**config.mk**
```make
export PLATFORM = sky130hd
export DESIGN_NAME = alert_mask_bank
export DESIGN_NICKNAME = d
export VERILOG_FILES = /design/src/include/alert_mask_pkg.sv /design/src/rtl/alert_gate.sv /design/src/rtl/alert_mask_bank.sv
export SDC_FILE = /design/constraint.sdc
export NUM_CORES = 1
export LEC_CHECK = 0
export BUFFER_PORTS_ARGS = -buffer_cell sky130_fd_sc_hd__buf_4
export CELL_PAD_IN_SITES_DETAIL_PLACEMENT = 0
export CELL_PAD_IN_SITES_GLOBAL_PLACEMENT = 2
export CORE_ASPECT_RATIO = 1.75
export CORE_MARGIN = 3
export CORE_UTILIZATION = 21
export CTS_BUF_LIST = sky130_fd_sc_hd__clkbuf_8 sky130_fd_sc_hd__clkbuf_16
export CTS_CLUSTER_SIZE = 20
export DETAILED_ROUTE_END_ITERATION = 7
export PLACE_DENSITY_LB_ADDON = 0.1
export SYNTH_ARGS = -nofsm -noshare
export SYNTH_HDL_FRONTEND = slang
export SYNTH_SLANG_ARGS = --single-unit
```
**constraint.sdc**
```tcl
create_clock -name ref_clk -period 4.6 [get_ports ref_clk]
set_input_delay 0 -clock ref_clk [delete_from_list [all_inputs] [get_ports ref_clk]]
set_output_delay 0 -clock ref_clk [all_outputs]
set_load 0.03 [all_outputs]
```
**src/include/alert_mask_pkg.sv**
```systemverilog
`default_nettype none
package alert_mask_pkg;

  localparam logic [7:0] MASK_CMD = 8'h1b;
  localparam logic [7:0] SEL_TEMP = 8'h7d;
  localparam logic [7:0] SEL_COMM = 8'h7e;
  localparam logic [7:0] SEL_OTHER = 8'h7f;
  localparam logic [7:0] SEL_VENDOR = 8'h80;
  localparam logic [7:0] PHASE_ALL = 8'hff;

  // Writable bit sets per group
  localparam logic [7:0] TEMP_RW = 8'hc0;
  localparam logic [7:0] COMM_RW = 8'hf2;
  localparam logic [7:0] OTHER_RW = 8'h00;
  localparam logic [7:0] VENDOR_RW = 8'hce;
  localparam logic [7:0] OTHER_FIXED = 8'h01;

  // Field positions
  localparam int OVERTEMP_FAULT_BIT = 7;
  localparam int OVERTEMP_WARN_BIT = 6;
  localparam int SELF_CHECK_BIT = 6;
  localparam int SYNC_FAULT_BIT = 1;
  localparam int FIRST_ALERTER_BIT = 0;
  localparam int BAD_COMMAND_BIT = 7;
  localparam int BAD_DATA_BIT = 6;
  localparam int PACKET_CHECK_BIT = 5;
  localparam int MEMORY_FAULT_BIT = 4;
  localparam int PROCESSOR_FAULT_BIT = 3;
  localparam int OTHER_COMM_BIT = 1;
  localparam int POWER_ON_EVENT_BIT = 7;
  localparam int RESET_PIN_EVENT_BIT = 3;
  localparam int BACKCHANNEL_ERROR_BIT = 2;

  // Block answer is one byte long
  localparam logic [7:0] BLOCK_COUNT = 8'h01;

  // One host request as handed up by the bus engine
  typedef struct packed {
    logic wr_valid;
    logic rd_valid;
    logic [7:0] cmd;
    logic [7:0] sel;
    logic [7:0] data;
  } mask_req_t;

  typedef struct packed {
    logic valid;
    logic ack;
    logic [7:0] count;
    logic [7:0] data;
  } mask_rsp_t;

  typedef struct packed {
    logic [7:0] temp;
    logic [7:0] comm;
    logic [7:0] vendor;
  } mask_set_t;

  typedef struct packed {
    logic [7:0] temp;
    logic [7:0] comm;
    logic [7:0] other;
    logic [7:0] vendor;
  } status_set_t;

endpackage
`default_nettype wire

```
**src/rtl/alert_gate.sv**
```systemverilog
`timescale 1ns/100ps
`default_nettype none
module alert_gate (
  input wire logic ref_clk,
  input wire logic arst_n,
  input wire alert_mask_pkg::status_set_t status,
  input wire alert_mask_pkg::mask_set_t masks,
  output logic alert_req
);

  typedef struct packed {
    logic req;
  } gate_state_t;

  gate_state_t s_q, s_d;
  logic [31:0] hits;
  logic [31:0] mask_word;

  // Other group is always masked: its only source cannot alert alone
  assign mask_word = {masks.temp, masks.comm, alert_mask_pkg::OTHER_FIXED | 8'hfe, masks.vendor};

  genvar i;
  generate
    for (i = 0; i < 32; i++) begin : g_bit
      assign hits[i] = status[i] & ~mask_word[i];
    end
  endgenerate

  always_comb begin
    s_d = s_q;
    s_d.req = |hits;
  end

  always_ff @(posedge ref_clk or negedge arst_n) begin
    if (!arst_n) begin
      s_q <= '0;
    end else begin
      s_q <= s_d;
    end
  end

  assign alert_req = s_q.req;

  unmasked_drives_a: assert property (@(posedge ref_clk) disable iff (!arst_n)
    (|(status & ~mask_word)) |=> alert_req)
    else $error("Unmasked status did not raise alert");
  masked_silent_a: assert property (@(posedge ref_clk) disable iff (!arst_n)
    ((status & ~mask_word) == 32'h0) |=> !alert_req)
    else $error("Masked status raised alert");
  other_blocked_a: assert property (@(posedge ref_clk) disable iff (!arst_n)
    (status.temp == 8'h0 && status.comm == 8'h0 && status.vendor == 8'h0) |=> !alert_req)
    else $error("Other group reached alert");

endmodule
`default_nettype wire

```
**src/rtl/alert_mask_bank.sv**
```systemverilog
`timescale 1ns/100ps
`default_nettype none
// Operation
// - Command 1Bh plus selector picks mask
// - Process call reads one-byte mask block
// - Mask bit 0 passes, 1 blocks alert
// - Temperature: bits 7,6 writable, rest zero
// - Communication: bits 7..4,1 writable, others zero
// - Other group: bit 0 fixed one
// - Vendor: bits 7,6,3,2,1 writable
// - Clear self-check mask risks power-up alert
// - Clear sync mask risks brief alert
module alert_mask_bank (
  input wire logic ref_clk,
  input wire logic arst_n,
  input wire alert_mask_pkg::mask_req_t req,
  input wire logic [7:0] phase,
  input wire logic nvm_valid,
  input wire alert_mask_pkg::mask_set_t nvm_masks,
  input wire alert_mask_pkg::status_set_t status,
  output alert_mask_pkg::mask_rsp_t rsp,
  output alert_mask_pkg::mask_set_t masks,
  output logic loaded,
  output logic alert_req
);

  typedef enum logic [1:0] {
    ST_LOAD = 2'b00,
    ST_RUN = 2'b01
  } bank_mode_t;

  typedef struct packed {
    bank_mode_t mode;
    alert_mask_pkg::mask_set_t m;
    alert_mask_pkg::mask_rsp_t r;
  } bank_state_t;

  bank_state_t s_q, s_d;
  logic hit_cmd;
  logic phase_ok;
  logic [7:0] rd_byte;
  logic sel_known;
  logic take_wr;
  logic take_rd;
  logic phased_sel;
  logic [7:0] temp_view;
  logic [7:0] comm_view;
  logic [7:0] vendor_view;
  logic overtemp_fault_mask;
  logic overtemp_warn_mask;
  logic bad_command_mask;
  logic bad_data_mask;
  logic packet_check_mask;
  logic memory_fault_mask;
  logic processor_fault_mask;
  logic other_comm_fault_mask;
  logic power_on_event_mask;
  logic self_check_mask;
  logic reset_pin_event_mask;
  logic backchannel_error_mask;
  logic sync_fault_mask;

  assign hit_cmd = req.cmd == alert_mask_pkg::MASK_CMD;

  // Requests only count once storage has restored the masks; write wins a tie
  assign take_wr = s_q.mode == ST_RUN && req.wr_valid && hit_cmd;
  assign take_rd = s_q.mode == ST_RUN && req.rd_valid && !req.wr_valid && hit_cmd;
  assign phased_sel = req.sel == alert_mask_pkg::SEL_TEMP || req.sel == alert_mask_pkg::SEL_COMM;

  // Phased groups only accept the all-phases selection
  always_comb begin
    phase_ok = 1'b1;
    if (phased_sel) begin
      phase_ok = phase == alert_mask_pkg::PHASE_ALL;
    end
  end

  always_comb begin
    sel_known = 1'b1;
    rd_byte = 8'h00;
    case (req.sel)
      alert_mask_pkg::SEL_TEMP: rd_byte = s_q.m.temp & alert_mask_pkg::TEMP_RW;
      alert_mask_pkg::SEL_COMM: rd_byte = s_q.m.comm & alert_mask_pkg::COMM_RW;
      alert_mask_pkg::SEL_OTHER: rd_byte = alert_mask_pkg::OTHER_FIXED;
      alert_mask_pkg::SEL_VENDOR: rd_byte = s_q.m.vendor & alert_mask_pkg::VENDOR_RW;
      default: sel_known = 1'b0;
    endcase
  end

  always_comb begin
    s_d = s_q;
    s_d.r = '0;
    case (s_q.mode)
      ST_LOAD: begin
        // Hold off the host until storage has restored the masks
        if (nvm_valid) begin
          s_d.m.temp = nvm_masks.temp & alert_mask_pkg::TEMP_RW;
          s_d.m.comm = nvm_masks.comm & alert_mask_pkg::COMM_RW;
          s_d.m.vendor = nvm_masks.vendor & alert_mask_pkg::VENDOR_RW;
          s_d.mode = ST_RUN;
        end
      end
      ST_RUN: begin
        if (take_wr) begin
          s_d.r.valid = 1'b1;
          s_d.r.ack = sel_known && phase_ok;
          if (phase_ok) begin
            case (req.sel)
              alert_mask_pkg::SEL_TEMP: s_d.m.temp = req.data & alert_mask_pkg::TEMP_RW;
              alert_mask_pkg::SEL_COMM: s_d.m.comm = req.data & alert_mask_pkg::COMM_RW;
              alert_mask_pkg::SEL_VENDOR: s_d.m.vendor = req.data & alert_mask_pkg::VENDOR_RW;
              default: s_d.m = s_q.m;
            endcase
          end
        end else if (take_rd) begin
          s_d.r.valid = 1'b1;
          s_d.r.ack = sel_known && phase_ok;
          s_d.r.count = alert_mask_pkg::BLOCK_COUNT;
          s_d.r.data = phase_ok ? rd_byte : 8'h00;
        end
      end
      default: s_d.mode = ST_LOAD;
    endcase
  end

  always_ff @(posedge ref_clk or negedge arst_n) begin
    if (!arst_n) begin
      s_q <= '0;
    end else begin
      s_q <= s_d;
    end
  end

  assign rsp = s_q.r;
  assign masks = s_q.m;
  assign loaded = s_q.mode == ST_RUN;

  // Named fields, laid out apart from the masking constants so the checks cross them
  assign overtemp_fault_mask = s_q.m.temp[alert_mask_pkg::OVERTEMP_FAULT_BIT];
  assign overtemp_warn_mask = s_q.m.temp[alert_mask_pkg::OVERTEMP_WARN_BIT];
  assign bad_command_mask = s_q.m.comm[alert_mask_pkg::BAD_COMMAND_BIT];
  assign bad_data_mask = s_q.m.comm[alert_mask_pkg::BAD_DATA_BIT];
  assign packet_check_mask = s_q.m.comm[alert_mask_pkg::PACKET_CHECK_BIT];
  assign memory_fault_mask = s_q.m.comm[alert_mask_pkg::MEMORY_FAULT_BIT];
  assign processor_fault_mask = s_q.m.comm[alert_mask_pkg::PROCESSOR_FAULT_BIT];
  assign other_comm_fault_mask = s_q.m.comm[alert_mask_pkg::OTHER_COMM_BIT];
  assign power_on_event_mask = s_q.m.vendor[alert_mask_pkg::POWER_ON_EVENT_BIT];
  assign self_check_mask = s_q.m.vendor[alert_mask_pkg::SELF_CHECK_BIT];
  assign reset_pin_event_mask = s_q.m.vendor[alert_mask_pkg::RESET_PIN_EVENT_BIT];
  assign backchannel_error_mask = s_q.m.vendor[alert_mask_pkg::BACKCHANNEL_ERROR_BIT];
  assign sync_fault_mask = s_q.m.vendor[alert_mask_pkg::SYNC_FAULT_BIT];
  assign temp_view = {overtemp_fault_mask, overtemp_warn_mask, 6'h00};
  assign comm_view = {bad_command_mask, bad_data_mask, packet_check_mask, memory_fault_mask, 2'b00,
    other_comm_fault_mask, 1'b0};
  assign vendor_view = {power_on_event_mask, self_check_mask, 2'b00, reset_pin_event_mask,
    backchannel_error_mask, sync_fault_mask, 1'b0};

  // Self-check and sync bits pass straight into gating; clearing them
  // lets power-up or stack-enable glitches through by design
  alert_gate u_gate (
    .ref_clk(ref_clk),
    .arst_n(arst_n),
    .status(status),
    .masks(s_q.m),
    .alert_req(alert_req)
  );

  temp_write_a: assert property (@(posedge ref_clk) disable iff (!arst_n)
    (loaded && req.wr_valid && hit_cmd && req.sel == alert_mask_pkg::SEL_TEMP && phase == 8'hff)
    |=> masks.temp == ($past(req.data) & 8'hc0))
    else $error("Temperature mask write wrong");
  comm_reserved_a: assert property (@(posedge ref_clk) disable iff (!arst_n)
    (masks.comm & 8'h0d) == 8'h00)
    else $error("Communication reserved bits set");
  vendor_reserved_a: assert property (@(posedge ref_clk) disable iff (!arst_n)
    (masks.vendor & 8'h31) == 8'h00)
    else $error("Vendor reserved bits set");
  other_read_a: assert property (@(posedge ref_clk) disable iff (!arst_n)
    (loaded && req.rd_valid && !req.wr_valid && hit_cmd && req.sel == alert_mask_pkg::SEL_OTHER)
    |=> rsp.valid && rsp.data == 8'h01 && rsp.count == 8'h01)
    else $error("Other mask read not one");
  read_back_a: assert property (@(posedge ref_clk) disable iff (!arst_n)
    (loaded && req.rd_valid && !req.wr_valid && hit_cmd && req.sel == alert_mask_pkg::SEL_VENDOR)
    |=> rsp.data == masks.vendor)
    else $error("Vendor mask readback mismatch");
  phase_guard_a: assert property (@(posedge ref_clk) disable iff (!arst_n)
    (take_wr && req.sel == alert_mask_pkg::SEL_COMM && phase != 8'hff)
    |=> $stable(masks.comm))
    else $error("Per-phase write reached comm mask");
  foreign_cmd_a: assert property (@(posedge ref_clk) disable iff (!arst_n)
    ((req.wr_valid || req.rd_valid) && !hit_cmd) |=> !rsp.valid)
    else $error("Foreign command answered");
  load_gate_a: assert property (@(posedge ref_clk) disable iff (!arst_n)
    (!loaded && nvm_valid) |=> loaded && masks.comm == ($past(nvm_masks.comm) & 8'hf2))
    else $error("Storage load wrong");
  write_answer_a: assert property (@(posedge ref_clk) disable iff (!arst_n)
    take_wr |=> rsp.valid && rsp.count == 8'h00 && rsp.data == 8'h00)
    else $error("Write answer malformed");
  read_count_a: assert property (@(posedge ref_clk) disable iff (!arst_n)
    take_rd |=> rsp.valid && rsp.count == alert_mask_pkg::BLOCK_COUNT)
    else $error("Read block count wrong");
  idle_quiet_a: assert property (@(posedge ref_clk) disable iff (!arst_n)
    !(take_wr || take_rd) |=> !rsp.valid)
    else $error("Answer without request");
  load_silent_a: assert property (@(posedge ref_clk) disable iff (!arst_n)
    !loaded |=> !rsp.valid)
    else $error("Answer before storage load");
  comm_write_a: assert property (@(posedge ref_clk) disable iff (!arst_n)
    (take_wr && req.sel == alert_mask_pkg::SEL_COMM && phase == 8'hff)
    |=> masks.comm == ($past(req.data) & 8'hf2))
    else $error("Communication mask write wrong");
  vendor_write_a: assert property (@(posedge ref_clk) disable iff (!arst_n)
    (take_wr && req.sel == alert_mask_pkg::SEL_VENDOR)
    |=> masks.vendor == ($past(req.data) & 8'hce))
    else $error("Vendor mask write wrong");
  other_write_a: assert property (@(posedge ref_clk) disable iff (!arst_n)
    (take_wr && req.sel == alert_mask_pkg::SEL_OTHER) |=> rsp.ack && $stable(masks))
    else $error("Other group write not ignored");
  unknown_sel_a: assert property (@(posedge ref_clk) disable iff (!arst_n)
    ((take_wr || take_rd) && !sel_known)
    |=> !rsp.ack && rsp.data == 8'h00 && $stable(masks))
    else $error("Unknown selector accepted");
  phase_refuse_a: assert property (@(posedge ref_clk) disable iff (!arst_n)
    ((take_wr || take_rd) && phased_sel && phase != 8'hff)
    |=> !rsp.ack && rsp.data == 8'h00 && $stable(masks))
    else $error("Per-phase access accepted");
  temp_read_a: assert property (@(posedge ref_clk) disable iff (!arst_n)
    (take_rd && req.sel == alert_mask_pkg::SEL_TEMP && phase == 8'hff)
    |=> rsp.ack && rsp.data == masks.temp)
    else $error("Temperature mask readback wrong");
  comm_read_a: assert property (@(posedge ref_clk) disable iff (!arst_n)
    (take_rd && req.sel == alert_mask_pkg::SEL_COMM && phase == 8'hff)
    |=> rsp.ack && rsp.data == masks.comm)
    else $error("Communication mask readback wrong");
  vendor_any_phase_a: assert property (@(posedge ref_clk) disable iff (!arst_n)
    (take_rd && req.sel == alert_mask_pkg::SEL_VENDOR && phase != 8'hff)
    |=> rsp.ack && rsp.data == masks.vendor)
    else $error("Vendor mask refused at a single phase");
  read_ack_a: assert property (@(posedge ref_clk) disable iff (!arst_n)
    (take_rd && sel_known && !(phased_sel && phase != 8'hff))
    |=> rsp.ack)
    else $error("Valid read not acknowledged");
  write_ack_a: assert property (@(posedge ref_clk) disable iff (!arst_n)
    (take_wr && sel_known && !(phased_sel && phase != 8'hff))
    |=> rsp.ack)
    else $error("Valid write not acknowledged");
  hold_masks_a: assert property (@(posedge ref_clk) disable iff (!arst_n)
    (loaded && !take_wr) |=> $stable(masks))
    else $error("Masks changed without write");
  loaded_sticky_a: assert property (@(posedge ref_clk) disable iff (!arst_n)
    loaded |=> loaded)
    else $error("Loaded flag dropped");
  load_masks_a: assert property (@(posedge ref_clk) disable iff (!arst_n)
    (!loaded && nvm_valid) |=> masks.temp == ($past(nvm_masks.temp) & 8'hc0)
      && masks.vendor == ($past(nvm_masks.vendor) & 8'hce))
    else $error("Storage load wrong for temperature or vendor");
  load_zero_a: assert property (@(posedge ref_clk) disable iff (!arst_n)
    !loaded |-> masks == '0)
    else $error("Masks set before storage load");
  temp_map_a: assert property (@(posedge ref_clk) disable iff (!arst_n)
    masks.temp == temp_view)
    else $error("Temperature reserved bits set");
  comm_map_a: assert property (@(posedge ref_clk) disable iff (!arst_n)
    masks.comm == comm_view)
    else $error("Communication field map broken");
  vendor_map_a: assert property (@(posedge ref_clk) disable iff (!arst_n)
    masks.vendor == vendor_view)
    else $error("Vendor field map broken");
  processor_zero_a: assert property (@(posedge ref_clk) disable iff (!arst_n)
    !processor_fault_mask)
    else $error("Processor fault mask bit set");
  self_check_pass_a: assert property (@(posedge ref_clk) disable iff (!arst_n)
    (!self_check_mask && status.vendor[alert_mask_pkg::SELF_CHECK_BIT])
    |=> alert_req)
    else $error("Unmasked self-check did not alert");
  sync_pass_a: assert property (@(posedge ref_clk) disable iff (!arst_n)
    (!sync_fault_mask && status.vendor[alert_mask_pkg::SYNC_FAULT_BIT])
    |=> alert_req)
    else $error("Unmasked sync fault did not alert");
  overtemp_pass_a: assert property (@(posedge ref_clk) disable iff (!arst_n)
    (!overtemp_fault_mask && status.temp[alert_mask_pkg::OVERTEMP_FAULT_BIT])
    |=> alert_req)
    else $error("Unmasked overtemperature fault did not alert");
  warn_pass_a: assert property (@(posedge ref_clk) disable iff (!arst_n)
    (!overtemp_warn_mask && status.temp[alert_mask_pkg::OVERTEMP_WARN_BIT])
    |=> alert_req)
    else $error("Unmasked overtemperature warning did not alert");
  other_read_ack_a: assert property (@(posedge ref_clk) disable iff (!arst_n)
    (take_rd && req.sel == alert_mask_pkg::SEL_OTHER)
    |=> rsp.ack && rsp.data == alert_mask_pkg::OTHER_FIXED)
    else $error("Other mask read refused");

  // Mask bit b gates the status bit at the same place; the other group is skipped
  genvar b;
  generate
    for (b = 0; b < 24; b++) begin : g_pass
      bit_pass_a: assert property (@(posedge ref_clk) disable iff (!arst_n)
        (!masks[b] && status[b < 8 ? b : b + 8]) |=> alert_req)
        else $error("Unmasked status bit did not raise alert");
    end
  endgenerate

endmodule
`default_nettype wire

```
==> reports/qor.txt <==
status = finished with violations
failing checks = negative hold slack
most common cell after layout, fill and taps aside = buf_4
Post-Synthesis Cell Area = 1550 sq um
CP delay by family, top = simple AND/OR/NAND/NOR gates
buffer count from post-CTS setup fixing = 0
VDD IR max = 0.000186 V
Tot GR Track Use = 11.6%
slowest CP cell = dfrtp_1
antenna violations before repair = 0
starting density of the core = 22.1%
Fin. Hold Viols = 1
Setup TNS = 0 ns
Die Width = 70.9 microns
num ports = 137
# fillers = 767
cell leakage power = 1.26 nW
EDFF count, synth = 0
layout cell share with drive strength beyond 1 = 50.0%
final instance area = 2390 sq um
Critical Path Max Stage Delay = 0.75 ns
total gr overflow = 0
Root Buffer = clkbuf_16
post-placement cell area = 2290 sq um
Setup Crit Path Kind = register to register
HP Class = input port to register
FP Rows = 40
Worst EP required = 4.78 ns
CP Capture Type = register
dpl ws = 2.23 ns
Slew HR = 49.6%
Die Ht = 120 microns
worst-skew pair later-pin latency = 0.25 ns
Clock transition at path regs = 0.06 ns
I/O Buffers = 96
via/cell ratio = 4.26
Syn Inst Count = 152
Final Util = 34.1%
flops & latches, synth = 25
DRC viols = 0
fin. max-slew vios = 0
H-tree Lvls = 1
synthesized area per cell = 10.2 sq um
vias in the first global route = 1552
final worst slack = 2.32 ns
clock sink count = 25
CTS buffer count = 3
drt first-iter violations = 20
first-pass GRT wire length = 7560 microns
core area = 7010 sq um
final non-filler cell total = 336
Final ANT Viol Nets = 0
type of origin of the critical path = register
unrepaired setup endpoints after global routing = false
Slew @ Worst Pin = 0.749 ns
endpoints failing setup = 0
Yosys cell types = 39
largest net degree at the start of global routing = 26
DR pass1 iterations = 4
crit-path cells = nand3_1 > nor4_1 > o221ai_1 > a21oi_1
WP buf/inv = 0
GP Congestion = 0.658
most frequent cells in the layout = 97 x buf_4, 25 x dfrtp_1, 22 x inv_1
pwr/cell area = 251 nW/um^2
Maximum Capacitance Violations = 0
# diodes = 0
top-area cell type share of the netlist area = 40.4%
largest area contributor in the netlist = dfrtp_1
Reg2Reg Setup Slack = 2.32 ns
dpl cells = 330
Synth-to-Final Area Change = 54.2%
period utilisation layout = 49.5%
Final HPWL DP = 4260 microns
worst hold slack = -0.00368 ns
Syn. warnings = 0
CTS tree = done
WL final = 4930 microns
clock buffer depth = 2
routed vias = 1430
Final Skew = 0.00167 ns
top_reg_cell synth = dfrtp_1
minimum clock period = 2.28 ns
Die ar. = 8480 sq um
fmax = 0.440 GHz
final net count = 346
critical path peak fanout = 19
WP data arrival = 2.45 ns
Wirelength per Cell = 14.7 microns
synth top area cells = dfrtp_1 40%, buf_4 9.7%, mux2_2 8.0%
sequential fraction of the synthesis area = 40.4%
asr flop ratio synth = 100%
## routing by layer
| layer | track usage [%] | share of wire [%] |
|---|---|---|
| met1 | 10.9 | 33 |
| met2 | 24.2 | 60 |
| met3 | 1.93 | 5.9 |
| met4 | 3.53 | 1.2 |
| met5 | 0 | 0 |
## state kept, by name (all words and copies together) (netlist names)
register	flops
masks	12
rsp	11
u_gate.alert_req	1
s_q	1
## power breakdown
group / internal [W] / switching (W)
registers: 0.000233 / 0.0000149
clock network: 0.000116 / 0.0000728
logic: 0.0000783 / 0.0000842
## cell families (layout without fill, tap and decap cells)
family / Yosys count / count (layout) / share of synthesized area [%]
flops: 25 / 25 / 40.4
xor+xnor: 1 / 1 / 0.566
buf+inv: 42 / 124 / 15.5
compound gates: 26 / 26 / 12.8
mux: 16 / 16 / 12.9
simple gates: 41 / 41 / 17.6
other cells: 1 / 19 / 0.242
## path summary, 6_finish.rpt
check,startpoint,end,cells after the start
hold / removal,status[23],u_gate.alert_req,3
setup reg to reg,s_q[42],rsp[6],4
hold reg to reg,masks[12],rsp[4],1
max in group asynchronous,arst_n,rsp[4],2
setup / recovery,s_q[42],rsp[6],4
min in group asynchronous,arst_n,rsp[16],2
## area by class of cell
class | instances | area [sq um] | share of cell area, %
Clock buffer | 3 | 75.1 | 3.15
Clock inverter | 1 | 3.75 | 0.157
Inverter | 21 | 78.8 | 3.30
Multi-Input combinational cell | 103 | 749 | 31.4
Sequential cell | 25 | 626 | 26.2
Tap cell | 84 | 105 | 4.40
Timing Repair Buffer | 99 | 748 | 31.4
## cell usage after synthesis (all sizes together) (2+ instances only)
| master | count |
|---|---|
| nand2 | 5 |
| mux2 | 16 |
| nand3 | 3 |
| o22ai | 5 |
| a41o | 3 |
| and3 | 3 |
| o21ai | 8 |
| nor2 | 4 |
| and4 | 2 |
| nand4 | 2 |
| inv | 21 |
| dfrtp | 25 |
| or2 | 3 |
| and2 | 5 |
| buf | 21 |
| a22oi | 2 |
| nor4 | 7 |
## repair_timing
| action | in CTS | in global routing |
|---|---|---|
| hold buffers | 2 | 0 |
| hold endpoints to repair | 26 | 0 |
| gates resized for setup | 0 | 0 |
## through the flow
step / power [W] / hold WS [ns]
after floorplan: 0.000341 / -0.296
after CTS: 0.000610 / 0.00313
after global routing: 0.000630 / 0.0136
after detailed placement: 0.000417 / -0.0715
after global placement: 0.000416 / -0.0772
final: 0.000599 / -0.00368
## worst register-to-register path, cell delays in order (launching register included)
cell	delay, ns
dfrtp_1	0.75
nand3_1	0.19
nor4_1	0.67
o221ai_1	0.38
a21oi_1	0.20
No activity file was read; power rests on OpenSTA's default activity.
